`config.mk`:
```
export PLATFORM = sky130hd
export DESIGN_NAME = odt_latency_timing
export DESIGN_NICKNAME = d
export VERILOG_FILES = /design/src/design/odt_pkg.sv /design/src/design/odt_latency_timing.sv
export VERILOG_INCLUDE_DIRS = /design/src /design/src/design
export SDC_FILE = /design/constraint.sdc
export NUM_CORES = 1
export LEC_CHECK = 0
export BUFFER_PORTS_ARGS = -buffer_cell sky130_fd_sc_hd__buf_2
export CAP_MARGIN = 10
export CORE_MARGIN = 5
export CORE_UTILIZATION = 63
export CTS_BUF_LIST = sky130_fd_sc_hd__clkbuf_8
export DETAILED_ROUTE_END_ITERATION = 10
export HOLD_SLACK_MARGIN = 0.03
export PLACE_DENSITY = 0.95
export RECOVER_POWER = 100
export SYNTH_ARGS = -nofsm -noshare
export SYNTH_HDL_FRONTEND = slang
export SYNTH_SLANG_ARGS = --single-unit
```
`constraint.sdc`:
```
create_clock -name sys_clk_in -period 5.6 [get_ports sys_clk_in]
set_input_delay 1.68 -clock sys_clk_in [delete_from_list [all_inputs] [get_ports sys_clk_in]]
set_output_delay 1.68 -clock sys_clk_in [all_outputs]
set_load 0.02 [all_outputs]
```
`src/design/odt_map.svh`:
```
// Purpose: constants for the termination latency block
// Assumes: latencies counted in clock cycles of sys_clk_in
// Notes:   write latency comes in as a port value
`ifndef ODT_MAP_SVH
`define ODT_MAP_SVH
`define ODT_LAT_SUB        4'h2
`define ODT_PD_SUB         4'h1
`define ODT_CHOP_EXTRA     5'h04
`define ODT_FULL_EXTRA     5'h06
`define ODT_RTT_OFF        3'h0
`define ODT_WR_OFF         2'h0
`define ODT_PIPE_DEPTH     16
`endif

```
`src/design/odt_pkg.sv`:
```
// Purpose: types for the termination latency block
// Assumes: none
// Notes:   termination state of the data pins
package odt_pkg;
  typedef enum logic [1:0] {
    ODT_HIZ   = 2'h0,
    ODT_NOM   = 2'h1,
    ODT_WRT   = 2'h3
  } odt_term_e;
endpackage

```
`src/design/odt_latency_timing.sv`:
```
// Purpose: termination latency timing of a ddr3 device
// Assumes: inputs already on sys_clk_in; wl between 5 and 15
// Notes:   pipelines delay the pin by wl-2 cycles
// Contract
// - termination turns on wl-2 after registered high
// - termination turns off wl-2 after registered low
// - write switches to write termination after wl-2
// - chopped write returns to nominal by 4+off
// - full write returns to nominal by 6+off
// - write recovery is programmed cycle value
`timescale 1ns/100ps
`include "odt_map.svh"
module odt_latency_timing
  import odt_pkg::*;
(
  // clock and reset
  input  wire logic       sys_clk_in,
  input  wire logic       rst_in,
  // configuration from mode registers
  input  wire logic [3:0] write_latency_cycles_in,
  input  wire logic [2:0] nominal_termination_in,
  input  wire logic [1:0] write_termination_in,
  input  wire logic [4:0] write_recovery_cycles_in,
  // pins
  input  wire logic       termination_input_in,
  input  wire logic       write_cmd_in,
  input  wire logic       write_chop_in,
  // termination state and advisory counts
  output odt_term_e       term_state_out,
  output logic [4:0]      write_to_powerdown_delay_out,
  output logic [3:0]      term_powerdown_latency_out
);
  ////////////////////////////////////////////////////////////////////////
  localparam int D = `ODT_PIPE_DEPTH;
  logic [D-1:0] odt_pipe_ff;
  logic [D-1:0] wr_pipe_ff;
  logic [4:0]   wr_hold_ff;
  odt_term_e    state_ff;
  logic [4:0]   wtpd_ff;
  logic [3:0]   tpd_ff;

  wire [3:0] lat = write_latency_cycles_in - `ODT_LAT_SUB;
  wire [3:0] tap = lat - 4'h1;
  // index lat-1: input registered at shift 0, so lat edges later
  wire       odt_dly = odt_pipe_ff[tap];
  wire       wr_dly  = wr_pipe_ff[tap];
  wire       wr_en   = write_termination_in != `ODT_WR_OFF;
  // chop flag travels with write; hold measured from delayed write
  logic [D-1:0] chop_pipe_ff;
  wire       chop_dly = chop_pipe_ff[tap];
  wire [4:0] hold_dly = chop_dly ? `ODT_CHOP_EXTRA : `ODT_FULL_EXTRA;
  wire       nom_on  = nominal_termination_in != `ODT_RTT_OFF;
  wire       in_wr   = wr_hold_ff != 5'h00;
  odt_term_e nxt_state;
  assign nxt_state = !odt_dly ? ODT_HIZ :
                     (wr_en && (wr_dly || in_wr)) ? ODT_WRT :
                     nom_on ? ODT_NOM : ODT_HIZ;

  ////////////////////////////////////////////////////////////////////////
  always_ff @(posedge sys_clk_in) begin
    if (rst_in) begin
      odt_pipe_ff  <= '0;
      wr_pipe_ff   <= '0;
      chop_pipe_ff <= '0;
    end else begin
      odt_pipe_ff  <= {odt_pipe_ff[D-2:0], termination_input_in};
      wr_pipe_ff   <= {wr_pipe_ff[D-2:0], write_cmd_in};
      chop_pipe_ff <= {chop_pipe_ff[D-2:0], write_chop_in};
    end
  end

  // write window: hold counts from delayed write, ends by 4 or 6 more
  always_ff @(posedge sys_clk_in) begin
    if (rst_in)
      wr_hold_ff <= 5'h00;
    else if (wr_dly)
      wr_hold_ff <= hold_dly - 5'h01;
    else if (in_wr)
      wr_hold_ff <= wr_hold_ff - 5'h01;
  end

  always_ff @(posedge sys_clk_in) begin
    if (rst_in)
      state_ff <= ODT_HIZ;
    else
      state_ff <= nxt_state;
  end

  // advisory counts for the controller side, kept in cycles
  always_ff @(posedge sys_clk_in) begin
    if (rst_in) begin
      wtpd_ff <= 5'h00;
      tpd_ff  <= 4'h0;
    end else begin
      wtpd_ff <= write_recovery_cycles_in;
      tpd_ff  <= write_latency_cycles_in - `ODT_PD_SUB;
    end
  end

  assign term_state_out               = state_ff;
  assign write_to_powerdown_delay_out = wtpd_ff;
  assign term_powerdown_latency_out   = tpd_ff;
endmodule // odt_latency_timing

```
==> run summary, run 1 <==
- startpoint-to-endpoint class of the critical path: in -> reg
- Sum Neg Setup Slack: 0 ns
- number of enable flip-flop cells after synthesis: 0
- worst hold path class: reg -> reg
- Max Root-Sink Buffers: 2
- crit path DAT: 4.50 ns
- clock slew at reported path FFs: 0.07 ns
- CTS tree: built
- global-route wire length before repair: 6490 µm
- Worst Hold Margin: 0.459 ns
- DRT Pass-1 Iters: 4
- worst setup slack after placement: 1.53 ns
- violations in the final reports: capacitance limit, slew limit
- number of flip-flops and latches in the synthesized netlist: 64
- share of layout cells above drive strength 1: 18.4%
- total congestion overflow: 0
- initial antenna violation count: 0
- fmax: 228 MHz
- pin slew with the least headroom to its limit: 2.46 ns
- RSZ-0062 raised after global routing: no
- cell types with the highest counts after synthesis: 64 x sky130_fd_sc_hd__dfxtp_1, 53 x sky130_fd_sc_hd__nor2b_1, 9 x sky130_fd_sc_hd__nor2_1
- clock network latency to the later pin of the worst-skew pair: 0.33 ns
- largest vdd supply drop: 0.163 mV
- cell row count: 22
- area of the core: 0.00363 mm²
- number of cells produced by synthesis: 188
- Max FO, Critical Path: 17
- number of I/O pins: 30
- fraction of registers with async set/reset: 0%
- vias after detailed routing: 1374
- detailed router's first-iteration violation count: 108
- Yosys warning total: 0
- DRT antenna net count: 0
- most used standard cell by instance count after synthesis: sky130_fd_sc_hd__dfxtp_1
- power per unit of standard cell area: 385 mW/mm²
- maxcap violations: 1
- worst rel slew slack: -64.2%
- leading post-synthesis cells by cell area: sky130_fd_sc_hd__dfxtp_1 55%, sky130_fd_sc_hd__nor2b_1 14%, sky130_fd_sc_hd__mux4_1 6.8%
- area of the die: 0.00502 mm²
- # port buffers: 29
- max-slew violations: 64
- Tmin final: 4.38 ns
- post-synth cell types: 27
- drt wl/cell: 13.9 µm
- aggregate routed wire length: 3780 µm
- Final Hold Fails: 0
- final setup violation count: 0
- CP endpoint kind: flip-flop
- largest net degree at the start of global routing: 64
- Avg Cell Area, Syn: 12.4 µm²
- postcts setup bufs: 0
- final worst clock skew: 0.00530 ns
- hold bufs inserted after CTS: 0
- Syn Nets: 210
- layout net count: 240
- drt via density: 5.07
- deepest level of the CTS H-tree: 3
- post-synth top area share: 54.9%
- Num Clock Sinks: 64
- nature of the critical path startpoint: input port
- placer's final routability congestion estimate: 0.773
- placed cell count: 255
- layout overhead on the synthesized area: 13.1%
- via count of the first global-routing pass: 1388
- Inserted Clock Buffers: 9
- # resized after CTS: 0
- final antenna diode count: 0
- dpl hpwl: 2450 µm
- residual DRC count: 0
- global-route usage over all layers: 17.3%
- share of synthesized area occupied by flip-flops and latches: 54.9%
- WP data required: 5.72 ns
- Die W: 70.8 µm
- static leakage power: 0.00110 µW
- Netlist Area Pre-Place: 0.00233 mm²
- period utilization: 78.2%
- Top FF cell, synth: sky130_fd_sc_hd__dfxtp_1
- post-synthesis cell type with the largest combined area: sky130_fd_sc_hd__dfxtp_1
- cell at the root of the clock tree: sky130_fd_sc_hd__clkbuf_8
- count of non-filler cells in the finished layout: 271
- fill cell total of the finished layout: 267
- result of the run: complete, but fails checks
- floorplan die height: 70.8 µm
- worst setup slack after layout: 1.22 ns
- initial standard-cell utilization of the core: 64.2%
[power by group]
group	internal, µW	switching, µW	total, µW	leakage (µW)
logic	79.8	88.7	169	0.000476
registers	479	14.1	494	0.000521
clock network	193	162	355	0.000101
total	752	265	1020	0.00110
[worst max-delay path, cell delays in order]
cell and delay, ns:
sky130_fd_sc_hd__clkbuf_1 0.43, sky130_fd_sc_hd__ha_1 0.41, sky130_fd_sc_hd__xnor2_1 0.69, sky130_fd_sc_hd__mux4_1 0.28
sky130_fd_sc_hd__mux2i_1 0.08, sky130_fd_sc_hd__mux2i_1 0.60, sky130_fd_sc_hd__mux2i_1 0.27, sky130_fd_sc_hd__nor2_1 0.05
[per-layer routing]
metal | part of all wire [%] | GRT usage, % | vias up | wire length [µm]
met1 | 46 | 20.9 | 642 | 1750
met2 | 46 | 26.5 | 31 | 1750
met5 | 0 | 0 | - | 0
met4 | 2.7 | 10.6 | 0 | 101
li1 | - | - | 692 | -
met3 | 4.8 | 5.97 | 9 | 180
[per-stage QoR]
step / utilization [%] / area (µm²) / power (µW)
2_1_floorplan: - / 2330 / 638
3_3_place_gp: 68.5 / 2490 / 665
3_5_place_dp: 68.5 / 2490 / 673
4_1_cts: 73.6 / 2680 / 1030
5_1_grt: 72.6 / 2640 / 1070
6_report: 72.6 / 2640 / 1020
[final timing paths]
check                   end  cells after the start                  startpoint  slack, ns
max           wr_hold_ff[1]                      8  write_latency_cycles_in[0]       1.22
min          wr_pipe_ff[13]                      1              wr_pipe_ff[12]       0.46
max reg2reg   wr_hold_ff[3]                      7               wr_hold_ff[0]       3.72
min reg2reg  wr_pipe_ff[13]                      1              wr_pipe_ff[12]       0.46
[layout by cell type (no fill, tap or decap), types with 6 or more instances in the layout]
master                     instances
sky130_fd_sc_hd__buf_2            16
sky130_fd_sc_hd__clkbuf_1         13
sky130_fd_sc_hd__clkbuf_8         12
sky130_fd_sc_hd__dfxtp_1          64
sky130_fd_sc_hd__inv_1             6
sky130_fd_sc_hd__mux2i_1           8
sky130_fd_sc_hd__mux4_1            6
sky130_fd_sc_hd__mux4_2            6
sky130_fd_sc_hd__nor2_1            9
sky130_fd_sc_hd__nor2b_1          53
[final cells by class]
cell class,instances,area [µm²],area share [%]
repair buffers,29,129,4.88
well taps,48,60.1,2.28
clock buffers,12,165,6.26
multi-input cells,110,968,36.7
clock inverters,4,20.0,0.759
inverters,4,15.0,0.569
flip-flops and latches,64,1280,48.6
[registers in the layout, indices dropped and copies added (netlist names)]
| signal | flops |
|---|---|
| term_state_out | 2 |
| wr_pipe_ff | 16 |
| chop_pipe_ff | 16 |
| odt_pipe_ff | 16 |
| wr_hold_ff | 5 |
| term_powerdown_latency_out | 4 |
| write_to_powerdown_delay_out | 5 |
[cells by family after synthesis]
logic type                 share of synthesized area (%)
buffers and inverters                               2.68
and+or+nand+nor                                     18.1
AOI/OAI and AO/OA                                   2.25
DFF                                                 54.9
xor gates and xnor gates                            3.27
muxes                                               17.2
adders and majority gates                           1.61
Note: power is estimated with default switching activity, not from simulation.
==> run 2: changes to the inputs <==
--- a/config.mk
+++ b/config.mk
@@ -9,11 +9,11 @@
 export BUFFER_PORTS_ARGS = -buffer_cell sky130_fd_sc_hd__buf_2
 export CAP_MARGIN = 10
 export CORE_MARGIN = 5
-export CORE_UTILIZATION = 63
+export CORE_UTILIZATION = 59
 export CTS_BUF_LIST = sky130_fd_sc_hd__clkbuf_8
 export DETAILED_ROUTE_END_ITERATION = 10
 export HOLD_SLACK_MARGIN = 0.03
-export PLACE_DENSITY = 0.95
+export PLACE_DENSITY = 0.92
 export RECOVER_POWER = 100
 export SYNTH_ARGS = -nofsm -noshare
 export SYNTH_HDL_FRONTEND = slang
==> constraint.sdc (replaced) <==
create_clock -name sys_clk_in -period 4.5 [get_ports sys_clk_in]
set_input_delay 1.35 -clock sys_clk_in [delete_from_list [all_inputs] [get_ports sys_clk_in]]
set_output_delay 1.35 -clock sys_clk_in [all_outputs]
set_load 0.02 [all_outputs]
==> run summary, run 2 (synthesis results as in run 1) <==
- sw power: 340 µW, +28%
- deepest level of the CTS H-tree: 3, unchanged
- area taken by flip-flops and latches: 0.00128 mm², unchanged
- Comb power frac: 15.2%, -1.4 points
- WP data required: 4.72 ns, -1.00 ns
- worst hold path class: reg -> reg
- residual DRC count: 0, unchanged
- crit path DAT: 3.89 ns, -0.61 ns
- power per unit of standard cell area: 506 mW/mm², +31%
- Sw Ratio: 25.0%, -1.0 points
- drt via density: 5.06, -0.22%
- cell row count: 22, unchanged
- largest net degree at the start of global routing: 64, unchanged
- Final Hold Fails: 0, unchanged
- Sum Neg Setup Slack: 0 ns, unchanged
- CP endpoint kind: flip-flop
- Tmin final: 3.67 ns
- global-route wire length before repair: 6530 µm, +0.63%
- # resized after CTS: 0, unchanged
- placer's final routability congestion estimate: 0.708, -8.5%
- final antenna diode count: 0, unchanged
- vias after detailed routing: 1371, -0.22%
- RSZ-0062 raised after global routing: no
- result of the run: complete, but fails checks
- hold bufs inserted after CTS: 0, unchanged
- worst rel slew slack: -66.1%, -1.9 points
- fill cell total of the finished layout: 273, +2.2%
- dpl hpwl: 2430 µm, -0.98%
- Inserted Clock Buffers: 9, unchanged
- postcts setup bufs: 0, unchanged
- final worst clock skew: 0.0100 ns, +0.00472 ns
- share of layout cells above drive strength 1: 19.7%, +1.3 points
- final setup violation count: 0, unchanged
- share of total power in the clock network: 39.5%, +4.6 points
- part of the total power dissipated in sequential elements: 45.3%, -3.2 points
- period utilization: 81.6%
- initial antenna violation count: 0, unchanged
- number of I/O pins: 30, unchanged
- Max Root-Sink Buffers: 2, unchanged
- pin slew with the least headroom to its limit: 2.49 ns, +0.0283 ns
- floorplan die height: 72.9 µm, +2.9%
- area of the core: 0.00374 mm², +3.0%
- most frequent cells in the layout: 64 x sky130_fd_sc_hd__dfxtp_1, 53 x sky130_fd_sc_hd__nor2b_1, 17 x sky130_fd_sc_hd__buf_2
- clock slew at reported path FFs: 0.07 ns, about the same
- DRT Pass-1 Iters: 4, unchanged
- initial standard-cell utilization of the core: 62.3%, -1.9 points
- Die W: 72.9 µm, +2.9%
- CTS tree: built
- footprint of the multi-input gates: 973 µm², +0.52%
- largest vdd supply drop: 0.260 mV, +59%
- Num Clock Sinks: 64, unchanged
- Worst Hold Margin: 0.450 ns, -0.00834 ns
- fmax: 272 MHz
- nature of the critical path startpoint: input port
- placed cell count: 255, unchanged
- max-slew violations: 64, unchanged
- clock network latency to the later pin of the worst-skew pair: 0.34 ns, about the same
- violations in the final reports: capacitance limit, slew limit
- drt wl/cell: 14.1 µm, +0.98%
- # port buffers: 29, unchanged
- detailed router's first-iteration violation count: 89, -18%
- via count of the first global-routing pass: 1387, -0.072%
- total congestion overflow: 0, unchanged
- global-route usage over all layers: 16.7%, -0.61 points
- aggregate routed wire length: 3810 µm, +0.98%
- commonest non-fill, non-tap cell in the layout: sky130_fd_sc_hd__dfxtp_1
- maxcap violations: 1, unchanged
- startpoint-to-endpoint class of the critical path: in -> reg
- leading registers by flop count: chop_pipe_ff: 16 flops, odt_pipe_ff: 16 flops, wr_pipe_ff: 16 flops
- Max FO, Critical Path: 17, unchanged
- static leakage power: 0.00111 µW, +0.99%
- cell at the root of the clock tree: sky130_fd_sc_hd__clkbuf_8
- count of non-filler cells in the finished layout: 271, unchanged
- area of the die: 0.00531 mm², +5.8%
- DRT antenna net count: 0, unchanged
- layout net count: 240, unchanged
- Int Pwr: 1020 µW, +35%
- layout overhead on the synthesized area: 14.9%
-- run 2: cell types whose count changed in the layout (fill, tap and decap cells not counted) --
cell                        delta
sky130_fd_sc_hd__clkbuf_1      -1
sky130_fd_sc_hd__mux2i_1       -1
sky130_fd_sc_hd__mux2i_4       +1
sky130_fd_sc_hd__clkinv_2      +2
sky130_fd_sc_hd__buf_2         +1
sky130_fd_sc_hd__o32ai_2       -1
sky130_fd_sc_hd__o32ai_1       +1
sky130_fd_sc_hd__inv_1         -2
sky130_fd_sc_hd__clkbuf_8      -2
sky130_fd_sc_hd__bufinv_16     +2
-- run 2: cell type report --
cell class              instances  area share (%)
flip-flops and latches         64            47.8
multi-input cells             110            36.3
clock buffers                  10            5.14
repair buffers                 29            4.86
clock inverters                 6            3.08
well taps                      48            2.24
inverters                       4           0.560
-- run 2: path summary, 6_finish.rpt --
| kind | start | to | slack (ns) | cells past startpoint |
|---|---|---|---|---|
| worst min-delay path | chop_pipe_ff[4] | chop_pipe_ff[5] | 0.45 | 1 |
| worst min register to register | chop_pipe_ff[4] | chop_pipe_ff[5] | 0.45 | 1 |
| worst max-delay path | write_latency_cycles_in[0] | term_state_out[0] | 0.83 | 8 |
| worst max register to register | wr_hold_ff[1] | wr_hold_ff[1] | 2.61 | 7 |
-- run 2: through the flow --
step	setup WS [ns]	total power (µW)	instance area (µm²)	utilization, %
floorplan	1.31	794	2330	-
global placement	0.881	827	2490	66.5
finish	0.828	1360	2680	71.6
global route	0.614	1420	2680	71.6
CTS	1.15	1380	2710	72.4
detailed placement	0.814	837	2490	66.5
-- run 2: worst max-delay path, cell delays in order --
cell and delay (ns):
sky130_fd_sc_hd__buf_2 0.24, sky130_fd_sc_hd__ha_1 0.28, sky130_fd_sc_hd__xnor2_1 0.76, sky130_fd_sc_hd__mux4_1 0.41, sky130_fd_sc_hd__mux2i_1 0.24, sky130_fd_sc_hd__mux2i_4 0.16, sky130_fd_sc_hd__o32ai_1 0.35, sky130_fd_sc_hd__a21oi_1 0.11
-- run 2: power groups by stage --
| stage | Clock, µW | Combinational [µW] | Sequential (µW) |
|---|---|---|---|
| after detailed placement | 0 | 211 | 626 |
| after floorplan | 0 | 163 | 631 |
| after CTS | 548 | 214 | 614 |
| after global placement | 0 | 202 | 625 |
| final | 537 | 206 | 614 |
| after global routing | 574 | 233 | 617 |
-- run 2: metal layers --
metal / wire [µm] / vias up / track usage (%)
li1: - / 686 / -
met1: 1740 / 641 / 21.2
met2: 1780 / 36 / 24.4
met3: 222 / 8 / 4.13
met4: 68 / 0 / 12.5
met5: 0 / - / 0
==> run 3: changes to the inputs <==
--- a/config.mk
+++ b/config.mk
@@ -6,6 +6,7 @@
 export SDC_FILE = /design/constraint.sdc
 export NUM_CORES = 1
 export LEC_CHECK = 0
+export ABC_AREA = 1
 export BUFFER_PORTS_ARGS = -buffer_cell sky130_fd_sc_hd__buf_2
 export CAP_MARGIN = 10
 export CORE_MARGIN = 5
==> constraint.sdc (replaced) <==
create_clock -name sys_clk_in -period 3.8 [get_ports sys_clk_in]
set_input_delay 1.14 -clock sys_clk_in [delete_from_list [all_inputs] [get_ports sys_clk_in]]
set_output_delay 1.14 -clock sys_clk_in [all_outputs]
set_load 0.02 [all_outputs]
==> run summary, run 3 <==
- result of the run: finished clean
- DRT antenna net count: 0, unchanged
- crit path DAT: 3.12 ns, -0.77 ns
- cell row count: 23, +4.5%
- layout overhead on the synthesized area: 13.8%
- largest vdd supply drop: 0.445 mV, +71%
- vias after detailed routing: 2018, +47%
- share of layout cells above drive strength 1: 11.2%, -8.5 points
- layout net count: 382, +59%
- count of non-filler cells in the finished layout: 415, +53%
- Syn Nets: 354, +69%
- aggregate routed wire length: 4810 µm, +26%
- post-synth cell types: 25, -7.4%
- placed cell count: 399, +56%
- floorplan die height: 75.0 µm, +3.0%
- placer's final routability congestion estimate: 0.841, +19%
- pin slew with the least headroom to its limit: 1.22 ns, -1.27 ns
- cell at the root of the clock tree: sky130_fd_sc_hd__clkbuf_8
- Yosys warning total: 0, unchanged
- largest net degree at the start of global routing: 38, -41%
- area of the core: 0.00406 mm², +8.4%
- WP data required: 3.98 ns, -0.74 ns
- worst hold path class: reg -> reg
- residual DRC count: 0, unchanged
- fmax: 339 MHz
- Critical path origin: rst_in
- met2 Use GR: 32.3%, +7.9 points
- CTS tree: built
- period utilization: 77.5%
- global-route usage over all layers: 19.6%, +2.9 points
- dpl hpwl: 3240 µm, +33%
- drt via density: 4.86, -3.9%
- Tmin final: 2.95 ns
- Max Root-Sink Buffers: 2, unchanged
- via count of the first global-routing pass: 1887, +36%
- initial antenna violation count: 0, unchanged
- static leakage power: 0.00131 µW, +18%
- max-slew violations: 0, -100%
- most frequent cells in the layout: 69 x sky130_fd_sc_hd__nor2_1, 64 x sky130_fd_sc_hd__dfxtp_1, 63 x sky130_fd_sc_hd__inv_1
- met3 track utilization from global routing: 7.21%, +3.1 points
- post-synth top area share: 51.3%, -3.6 points
- Avg Cell Area, Syn: 7.52 µm², -39%
- # port buffers: 29, unchanged
- CP endpoint kind: flip-flop
- final antenna diode count: 0, unchanged
- DRT Pass-1 Iters: 4, unchanged
- Netlist Area Pre-Place: 0.00250 mm², +7.0%
- final worst clock skew: 0.00824 ns, -0.00178 ns
- clock network latency to the later pin of the worst-skew pair: 0.34 ns, about the same
- maxcap violations: 0, -1
- area of the die: 0.00563 mm², +6.1%
- worst rel slew slack: 18.7%, +85 points
- critical hold path startpoint: odt_pipe_ff[14]
- number of cells produced by synthesis: 332, +77%
- RSZ-0062 raised after global routing: no
- initial standard-cell utilization of the core: 61.5%, -0.78 points
- Top FF cell, synth: sky130_fd_sc_hd__dfxtp_1
- Sum Neg Setup Slack: 0 ns, unchanged
- Final Hold Fails: 0, unchanged
- Num Clock Sinks: 64, unchanged
- clock slew at reported path FFs: 0.07 ns, about the same
- drt wl/cell: 11.6 µm, -18%
- Max FO, Critical Path: 30, +13
- leading post-synthesis cells by cell area: sky130_fd_sc_hd__dfxtp_1 51%, sky130_fd_sc_hd__nor2_1 10%, sky130_fd_sc_hd__inv_1 9.0%
- Reg-to-Reg Start: wr_hold_ff[0]
- Die W: 75.0 µm, +3.0%
- share of synthesized area occupied by flip-flops and latches: 51.3%, -3.6 points
- fraction of registers with async set/reset: 0%, unchanged
- Most Crowded Layer GR: met2
- post-synthesis cell type with the largest combined area: sky130_fd_sc_hd__dfxtp_1
- Reg2Reg Setup Slack: 2.51 ns, -0.10 ns
- # resized after CTS: 0, unchanged
- total congestion overflow: 0, unchanged
- final setup violation count: 0, unchanged
- Inserted Clock Buffers: 9, unchanged
- startpoint-to-endpoint class of the critical path: in -> reg
- postcts setup bufs: 0, unchanged
- nature of the critical path startpoint: input port
- deepest level of the CTS H-tree: 3, unchanged
- hold bufs inserted after CTS: 0, unchanged
- most used standard cell by instance count after synthesis: sky130_fd_sc_hd__nor2_1
- grt met1 use: 21.9%, +0.70 points
- leading registers by flop count: chop_pipe_ff: 16 flops, odt_pipe_ff: 16 flops, wr_pipe_ff: 16 flops
- number of flip-flops and latches in the synthesized netlist: 64, unchanged
- power per unit of standard cell area: 583 mW/mm², +15%
- number of I/O pins: 30, unchanged
- commonest non-fill, non-tap cell in the layout: sky130_fd_sc_hd__nor2_1
- number of enable flip-flop cells after synthesis: 0, unchanged
- global-route wire length before repair: 8140 µm, +25%
- cell types with the highest counts after synthesis: 69 x sky130_fd_sc_hd__nor2_1, 64 x sky130_fd_sc_hd__dfxtp_1, 60 x sky130_fd_sc_hd__inv_1
- detailed router's first-iteration violation count: 153, +72%
run 3: cell types whose count changed in the layout (fill, tap and decap cells not counted), sizes merged, moves of 3 or more:
cell	previous run	this run
nand2	2	50
xnor2	6	2
xor2	1	4
nand3	0	34
nor2b	53	0
o21ai	2	10
a21oi	2	10
nor2	10	69
mux4	12	0
inv	4	64
mux2i	8	0
run 3: power breakdown:
group	leakage [µW]	internal (µW)	switching, µW	total [µW]
Sequential	0.000521	706	18.3	724
Clock	0.000120	431	254	685
Combinational	0.000671	92.2	156	248
Total	0.00131	1230	428	1660
run 3: path summary, 6_finish.rpt:
kind	to	depth (start not counted)
hold / removal	odt_pipe_ff[15]	2
setup / recovery	term_powerdown_latency_out[3]	3
setup reg to reg	wr_hold_ff[1]	7
hold reg to reg	odt_pipe_ff[15]	2
run 3: per-stage QoR:
stage / area [µm²] / utilization [%] / power (µW) / hold slack, ns / setup WS (ns)
3_3_place_gp: 2630 / 64.9 / 983 / 0.416 / 0.809
4_1_cts: 2870 / 70.7 / 1670 / 0.428 / 1.09
2_1_floorplan: 2500 / - / 939 / 0.403 / 1.14
3_5_place_dp: 2630 / 64.9 / 993 / 0.416 / 0.742
6_report: 2840 / 70.0 / 1660 / 0.427 / 0.854
5_1_grt: 2840 / 70.0 / 1730 / 0.439 / 0.560
run 3: layer usage:
layer | wire [µm] | vias up
met5 | 0 | -
met4 | 80 | 0
met3 | 261 | 10
met2 | 2430 | 44
met1 | 2040 | 918
li1 | - | 1046
run 3: cell type report:
class	count	area, µm²
sequential	64	1280
fill	342	1220
multi-input combinational	190	876
inverter	63	236
timing repair buffer	32	149
clock buffer	9	124
clock inverter	7	111
tap	50	62.6
run 3: logic make-up after synthesis:
family / count (synthesis) / synth area share (%)
adders and majority gates: 3 / 1.50
AOI/OAI and AO/OA: 21 / 4.61
xor gates and xnor gates: 6 / 2.41
buffers and inverters: 78 / 13.2
DFF: 64 / 51.3
and+or+nand+nor: 160 / 27.0
run 3: worst max-delay path: stages:
cell and delay (ns):
sky130_fd_sc_hd__clkbuf_1 0.87, sky130_fd_sc_hd__clkbuf_1 0.97, sky130_fd_sc_hd__nor3_1 0.13
